## src/rtl/acf_pkg.sv

```systemverilog
package acf_pkg;

	// ==========================================================
	// Register indexes (word addresses on the plain port)
	localparam int ACF_AW = 2;
	localparam logic [1:0] ACF_IDX_CLK_SEL = 2'h0;
	localparam logic [1:0] ACF_IDX_RES_HI = 2'h1;
	localparam logic [1:0] ACF_IDX_RES_LO = 2'h2;
	localparam logic [1:0] ACF_IDX_FMT = 2'h3;

	// ==========================================================
	// Field positions and reset values
	localparam int ACF_SEL_LSB = 4;
	localparam int ACF_SEL_W = 3;
	localparam int ACF_FMT_BIT = 0;
	localparam int ACF_RC_BIT = 1;
	localparam int ACF_RES_W = 10;
	localparam logic [2:0] ACF_CLK_SEL_RST = 3'h0;
	localparam logic [7:0] ACF_RES_RST = 8'h00;
	localparam logic ACF_FMT_RST = 1'b0;

	// ==========================================================
	// Conversion clock select codes
	localparam logic [2:0] ACF_SEL_DIV2 = 3'h0;
	localparam logic [2:0] ACF_SEL_DIV8 = 3'h1;
	localparam logic [2:0] ACF_SEL_DIV32 = 3'h2;
	localparam logic [2:0] ACF_SEL_DIV4 = 3'h4;
	localparam logic [2:0] ACF_SEL_DIV16 = 3'h5;
	localparam logic [2:0] ACF_SEL_DIV64 = 3'h6;
	localparam logic [1:0] ACF_RC_CODE = 2'h3;

	// ==========================================================
	// Timing: core clock and dedicated RC clock ceiling
	localparam int ACF_CORE_CLK_KHZ = 10000;
	localparam int ACF_RC_MAX_KHZ = 500;
	// Least RC period rounds up to whole core cycles
	localparam int ACF_RC_DIV_CYC =
		(ACF_CORE_CLK_KHZ + ACF_RC_MAX_KHZ - 1) / ACF_RC_MAX_KHZ;

	// ==========================================================
	// Bus request and result register pair
	typedef struct packed {
		logic [1:0] addr;
		logic [7:0] wdata;
		logic wr;
		logic rd;
	} acf_bus_req_t;

	typedef struct packed {
		logic [7:0] hi;
		logic [7:0] lo;
	} acf_res_pair_t;

	// Core cycles per conversion clock period for a select code
	function automatic logic [7:0] acf_period(input logic [2:0] sel);
		logic [7:0] p;
		p = 8'h00;
		if (sel[1:0] == ACF_RC_CODE) begin
			p = 8'(ACF_RC_DIV_CYC);
		end else begin
			case (sel)
				ACF_SEL_DIV2: p = 8'h02;
				ACF_SEL_DIV8: p = 8'h08;
				ACF_SEL_DIV32: p = 8'h20;
				ACF_SEL_DIV4: p = 8'h04;
				ACF_SEL_DIV16: p = 8'h10;
				ACF_SEL_DIV64: p = 8'h40;
				default: p = 8'(ACF_RC_DIV_CYC);
			endcase
		end
		return p;
	endfunction

endpackage

```

## src/rtl/acf_clk_div.sv

```systemverilog
`timescale 1ns/1ns
module acf_clk_div #(
	parameter int CW = 8
) (
	// Clock and reset
	input wire logic core_clk,
	input wire logic rst,
	// Conversion clock select
	input wire logic [2:0] sel,
	// Conversion clock enable pulse
	output logic tick
);
	import acf_pkg::*;

	logic [CW-1:0] div_cnt_r, div_cnt_nxt;
	logic [CW-1:0] rc_cnt_r, rc_cnt_nxt;
	logic [2:0] sel_r, sel_nxt;
	logic tick_r, tick_nxt;
	logic rc_on;
	logic sel_chg;

	// ==========================================================
	// Next state: oscillator divider and free running RC divider
	always_comb begin
		rc_on = (sel[1:0] == ACF_RC_CODE);
		sel_chg = (sel != sel_r);
		sel_nxt = sel;
		// Reload from the selected divisor; restart on a new select
		if (div_cnt_r == '0 || sel_chg) begin
			div_cnt_nxt = CW'(acf_period(sel) - 8'h01);
		end else begin
			div_cnt_nxt = div_cnt_r - 1'b1;
		end
		if (rc_cnt_r == '0) begin
			rc_cnt_nxt = CW'(ACF_RC_DIV_CYC - 1);
		end else begin
			rc_cnt_nxt = rc_cnt_r - 1'b1;
		end
		// RC selection takes over from the divided oscillator
		if (rc_on) begin
			tick_nxt = (rc_cnt_r == '0);
		end else begin
			tick_nxt = (div_cnt_r == '0) && !sel_chg;
		end
	end

	// Registers
	always_ff @(posedge core_clk) begin
		if (rst) begin
			div_cnt_r <= '0;
			rc_cnt_r <= '0;
			sel_r <= ACF_CLK_SEL_RST;
			tick_r <= 1'b0;
		end else begin
			div_cnt_r <= div_cnt_nxt;
			rc_cnt_r <= rc_cnt_nxt;
			sel_r <= sel_nxt;
			tick_r <= tick_nxt;
		end
	end

	assign tick = tick_r;

endmodule

```

## src/rtl/acf_res_fmt.sv

```systemverilog
`timescale 1ns/1ns
module acf_res_fmt (
	// Raw result and layout choice
	input wire logic [9:0] res,
	input wire logic right_just,
	// Register images
	output acf_pkg::acf_res_pair_t pair
);
	import acf_pkg::*;

	// ==========================================================
	// Place the ten bits left or right justified
	always_comb begin
		if (right_just) begin
			pair.hi = {6'h00, res[9:8]};
			pair.lo = res[7:0];
		end else begin
			pair.hi = res[9:2];
			pair.lo = {res[1:0], 6'h00};
		end
	end

endmodule

```

## src/rtl/acf_adc_clk_fmt.sv

```systemverilog
// Our own choices: strobed register access and the address map.
`timescale 1ns/1ns
module acf_adc_clk_fmt (
	// Clock and reset
	input wire logic core_clk,
	input wire logic rst,
	// Register port
	input acf_pkg::acf_bus_req_t bus_req,
	output logic [7:0] rd_data,
	// Converter side
	input wire logic conv_done,
	input wire logic [9:0] conv_result,
	output logic conv_tick
);
	import acf_pkg::*;

	// ==========================================================
	// Register state
	logic [2:0] clk_sel_r, clk_sel_nxt;
	logic fmt_r, fmt_nxt;
	logic [7:0] res_hi_r, res_hi_nxt;
	logic [7:0] res_lo_r, res_lo_nxt;
	logic [7:0] rd_data_r, rd_data_nxt;
	acf_res_pair_t pair;
	logic wr_sel, wr_hi, wr_lo, wr_fmt;
	logic rc_active;

	// ==========================================================
	// Conversion clock generation
	acf_clk_div #(
		.CW(8)
	) u_div (
		.core_clk(core_clk),
		.rst(rst),
		.sel(clk_sel_r),
		.tick(conv_tick)
	);

	// ==========================================================
	// Result layout
	acf_res_fmt u_fmt (
		.res(conv_result),
		.right_just(fmt_r),
		.pair(pair)
	);

	// Write decode
	assign wr_sel = bus_req.wr && (bus_req.addr == ACF_IDX_CLK_SEL);
	assign wr_hi = bus_req.wr && (bus_req.addr == ACF_IDX_RES_HI);
	assign wr_lo = bus_req.wr && (bus_req.addr == ACF_IDX_RES_LO);
	assign wr_fmt = bus_req.wr && (bus_req.addr == ACF_IDX_FMT);
	assign rc_active = (clk_sel_r[1:0] == ACF_RC_CODE);

	// ==========================================================
	// Next register values
	always_comb begin
		clk_sel_nxt = clk_sel_r;
		fmt_nxt = fmt_r;
		res_hi_nxt = res_hi_r;
		res_lo_nxt = res_lo_r;
		// Only the three select bits store; the rest drop
		if (wr_sel) begin
			clk_sel_nxt = bus_req.wdata[ACF_SEL_LSB +: ACF_SEL_W];
		end
		if (wr_fmt) begin
			fmt_nxt = bus_req.wdata[ACF_FMT_BIT];
		end
		if (wr_hi) begin
			res_hi_nxt = bus_req.wdata;
		end
		if (wr_lo) begin
			res_lo_nxt = bus_req.wdata;
		end
		// Completion wins over a software write in the same cycle
		if (conv_done) begin
			res_hi_nxt = pair.hi;
			res_lo_nxt = pair.lo;
		end
	end

	// Registers
	always_ff @(posedge core_clk) begin
		if (rst) begin
			clk_sel_r <= ACF_CLK_SEL_RST;
			fmt_r <= ACF_FMT_RST;
			res_hi_r <= ACF_RES_RST;
			res_lo_r <= ACF_RES_RST;
		end else begin
			clk_sel_r <= clk_sel_nxt;
			fmt_r <= fmt_nxt;
			res_hi_r <= res_hi_nxt;
			res_lo_r <= res_lo_nxt;
		end
	end

	// ==========================================================
	// Read data, valid only in the cycle after the strobe
	always_comb begin
		rd_data_nxt = 8'h00;
		if (bus_req.rd) begin
			case (bus_req.addr)
				ACF_IDX_CLK_SEL: begin
					rd_data_nxt = 8'(clk_sel_r) << ACF_SEL_LSB;
				end
				ACF_IDX_RES_HI: begin
					rd_data_nxt = res_hi_r;
				end
				ACF_IDX_RES_LO: begin
					rd_data_nxt = res_lo_r;
				end
				ACF_IDX_FMT: begin
					rd_data_nxt[ACF_FMT_BIT] = fmt_r;
					rd_data_nxt[ACF_RC_BIT] = rc_active;
				end
				default: begin
					rd_data_nxt = 8'h00;
				end
			endcase
		end
	end

	// Read register
	always_ff @(posedge core_clk) begin
		if (rst) begin
			rd_data_r <= 8'h00;
		end else begin
			rd_data_r <= rd_data_nxt;
		end
	end

	assign rd_data = rd_data_r;

	// ==========================================================
	// Helper: spacing of conversion clock pulses
	logic [7:0] gap_r, gap_nxt;
	logic [1:0] seen_r, seen_nxt;
	logic [7:0] exp_gap;

	always_comb begin
		exp_gap = acf_period(clk_sel_r) - 8'h01;
		gap_nxt = conv_tick ? 8'h00 : gap_r + 8'h01;
		seen_nxt = seen_r;
		if (wr_sel) begin
			seen_nxt = 2'h0;
		end else if (conv_tick && seen_r != 2'h3) begin
			seen_nxt = seen_r + 2'h1;
		end
	end

	// Helper registers
	always_ff @(posedge core_clk) begin
		if (rst) begin
			gap_r <= 8'h00;
			seen_r <= 2'h0;
		end else begin
			gap_r <= gap_nxt;
			seen_r <= seen_nxt;
		end
	end
endmodule

```

## config.mk

```make
export PLATFORM = sky130hd
export DESIGN_NAME = acf_adc_clk_fmt
export DESIGN_NICKNAME = d
export VERILOG_FILES = /design/src/rtl/acf_pkg.sv /design/src/rtl/acf_clk_div.sv /design/src/rtl/acf_res_fmt.sv /design/src/rtl/acf_adc_clk_fmt.sv
export SDC_FILE = /design/constraint.sdc
export NUM_CORES = 1
export LEC_CHECK = 0
export ABC_AREA = 1
export CORE_ASPECT_RATIO = 0.75
export CORE_MARGIN = 10
export CORE_UTILIZATION = 45
export DETAILED_ROUTE_END_ITERATION = 16
export DONT_BUFFER_PORTS = 1
export PLACE_DENSITY_LB_ADDON = 0.05
export SYNTH_ARGS = -nofsm -noshare
export SYNTH_HDL_FRONTEND = slang
export SYNTH_HIERARCHICAL = 1
export SYNTH_SLANG_ARGS = --single-unit
export TNS_END_PERCENT = 30
```

## constraint.sdc

```tcl
create_clock -name core_clk -period 3.89 [get_ports core_clk]
set_input_delay 0.1945 -clock core_clk [delete_from_list [all_inputs] [get_ports core_clk]]
set_output_delay 0.1945 -clock core_clk [all_outputs]
set_load 0.01 [all_outputs]
```

==> run summary <==
status -> complete, no violations
maximum clock rate -> 534 MHz
Worst slew margin -> 26.5%
Yosys top cell area share -> 36.0%
DR vias -> 2311
Reg clk slew, reported paths -> 0.09 ns
Synth Flop Type -> dfxtp_1
met2 wire length -> 2090 um
Worst VDD drop -> 0.265 mV
Post-synth EDFFs -> 0
maxcap violations -> 0
number of port buffers -> 0
Yosys Warn Count -> 6
syn_nets -> 441
Net Switching -> 541 uW
vias per cell -> 4.76
power density over the cells -> 523 nW/um^2
Post-Route M1 WL -> 3400 um
I/O pin cnt -> 34
placed cell areas -> 2660 um^2
slew of the pin with the lowest slew margin -> 1.10 ns
Worst Setup End Kind -> flip-flop
TritonCTS clock tree -> built
Synth cell types -> 29
Routability Congestion -> 0.823
Cell Area, Synth -> 2670 um^2
CTS Buffer Depth -> 2
# setup viols final -> 0
CTS H-tree lvls -> 2
Final Hold Vio Count -> 0
Min-Delay Path Class -> primary input to flip-flop
dominant cell type by area after synthesis -> dfxtp_1
iteration-0 DRC count of the detailed router -> 146
fin nets -> 434
vias in the first global route -> 2004
first-pass GRT wire length -> 10100 um
DR WL/cell -> 12.7 um
Final Slew Violations -> 0
final wirelength -> 6150 um
Combinational Power Share -> 35.2%
Syn Inst Count -> 413
register area share after synthesis -> 36.0%
dominant cells by area after synthesis -> dfxtp_1 36%, nand2_1 17%, inv_1 7.7%
layout cells sized above 1 -> 8.11%
Final ANT Viol Nets -> 0
arrival time at the worst endpoint -> 2.08 ns
leakage -> 0.00141 uW
setup TNS -> 0 ns
clk_lat worst skew -> 0.30 ns
Die X -> 109 um
Clock Skew -> 0.00890 ns
post-route cell area -> 2760 um^2
met3 routed WL -> 620 um
TritonCTS Buffers -> 5
Post-synth top cells -> 121 x nand2_1, 55 x inv_1, 51 x nor2_1
Int Pwr -> 904 uW
fin crit share -> 48.1%
# fillers -> 646
row count -> 24
DP HPWL -> 4680 um
final routed DRC violation total -> 0
clock network power share -> 21.6%
most frequent cell after synthesis -> nand2_1
Die Outline Area -> 9440 um^2
post-layout util -> 47.9%
Starting Density -> 46.2%
critical path class -> flip-flop to flip-flop
Seq cells post-synth -> 48
drt first pass iters -> 5
initial antenna violation count -> 0
CP Max Fanout -> 9
clk sink count -> 48
area of the core -> 5770 um^2
CTS Root Buffer Type -> clkbuf_8
ANT cells -> 0
clock period minus worst slack -> 1.87 ns
max layer used -> met4
largest net degree at the start of global routing -> 41
CP required -> 4.10 ns
die height -> 86.7 um
overall routing resource usage -> 13.3%
asr flop ratio synth -> 0%
CP startpoint kind -> flip-flop
residual overflow from global routing -> 0
Reg power frac -> 43.2%
Sw Ratio -> 37.4%
Avg Cell Area, Syn -> 6.46 um^2
RSZ-0062 raised after global routing -> false
P&R area growth vs syn -> 3.66%
==> placed cells by master (no fill, tap or decap), types with 2 or more instances in the layout <==
cell,instances
ha_1,3
nor2_1,51
nand3_1,40
nand2_2,5
nand4_1,4
nand2_1,121
clkbuf_8,6
xor2_1,2
inv_1,55
nor2_4,4
nand3_4,2
a21oi_1,30
dfxtp_1,48
nor3_1,3
nand2_4,3
inv_2,7
o21ai_0,7
o21ai_1,5
or2_2,2
==> critical path, cell delays in order, from the launching register on <==
cell and delay [ns]:
dfxtp_1 0.50, xor2_1 0.15, nor2_4 0.22, nand2_4 0.12
nand2_1 0.10, nand2_1 0.05, inv_1 0.05, ha_1 0.15
inv_1 0.08, nor2_4 0.12, nand3_2 0.08, nor2_1 0.09
nor2_1 0.05
==> flip-flops by register name (all words and copies together) (netlist names) <==
register,flops
u_div/sel_r,3
u_div/tick,1
rd_data,8
clk_sel_r,3
res_lo_r,8
fmt_r,1
res_hi_r,8
u_div/div_cnt_r,8
u_div/rc_cnt_r,8
==> what timing repair did <==
action / in CTS / in global routing
hold endpoints to repair: 10 / 0
hold buffers: 1 / 0
resized for setup: 0 / 0
setup buffers: 0 / 0
==> final timing paths <==
| check | startpoint | end | slack [ns] | depth (start not counted) |
|---|---|---|---|---|
| setup / recovery | clk_sel_r[0] | u_div/div_cnt_r[6] | 2.02 | 12 |
| hold / removal | bus_req[2] | fmt_r | 0.05 | 2 |
| setup reg to reg | clk_sel_r[0] | u_div/div_cnt_r[6] | 2.02 | 12 |
| hold reg to reg | u_div/rc_cnt_r[0] | u_div/rc_cnt_r[0] | 0.43 | 1 |
==> power by group through the flow <==
stage / sequential [uW] / clock [uW] / combinational (uW)
6_report: 625 / 312 / 508
5_1_grt: 636 / 345 / 591
4_1_cts: 624 / 324 / 507
3_5_place_dp: 636 / 0 / 502
3_3_place_gp: 637 / 0 / 497
2_1_floorplan: 620 / 0 / 435
==> logic make-up after synthesis <==
group	count (synthesis)	share of synthesized area (%)
xor gates and xnor gates	2	0.657
AOI/OAI and AO/OA	44	8.40
DFF	48	36.0
adders and majority gates	3	1.41
and+or+nand+nor	239	40.8
buffers and inverters	77	12.7
==> per-layer routing <==
metal  GRT usage [%]  vias up
met5               0        -
met4            2.99        0
met3            5.56        4
met2            15.2       59
met1            21.1      986
li1                -     1262
==> stage by stage <==
| step | total power, uW | hold slack (ns) | std cells | worst slack (ns) |
|---|---|---|---|---|
| 2_1_floorplan | 1060 | 0.264 | 413 | 2.21 |
| 3_3_place_gp | 1130 | 0.266 | 476 | 2.08 |
| 3_5_place_dp | 1140 | 0.267 | 476 | 2.02 |
| 4_1_cts | 1450 | 0.0299 | 485 | 2.02 |
| 5_1_grt | 1570 | 0.0623 | 485 | 1.72 |
| 6_report | 1450 | 0.0492 | 485 | 2.02 |
==> final cells by class <==
cell class              count  area [um^2]  area share [%]
inverters                  62          233            8.42
clock buffers               6         82.6            2.99
repair buffers              1         10.0           0.362
clock inverters             2         13.8           0.498
well taps                  78         97.6            3.53
flip-flops and latches     48          961            34.8
multi-input cells         288         1370            49.4
(Power assumes the default switching activity.)
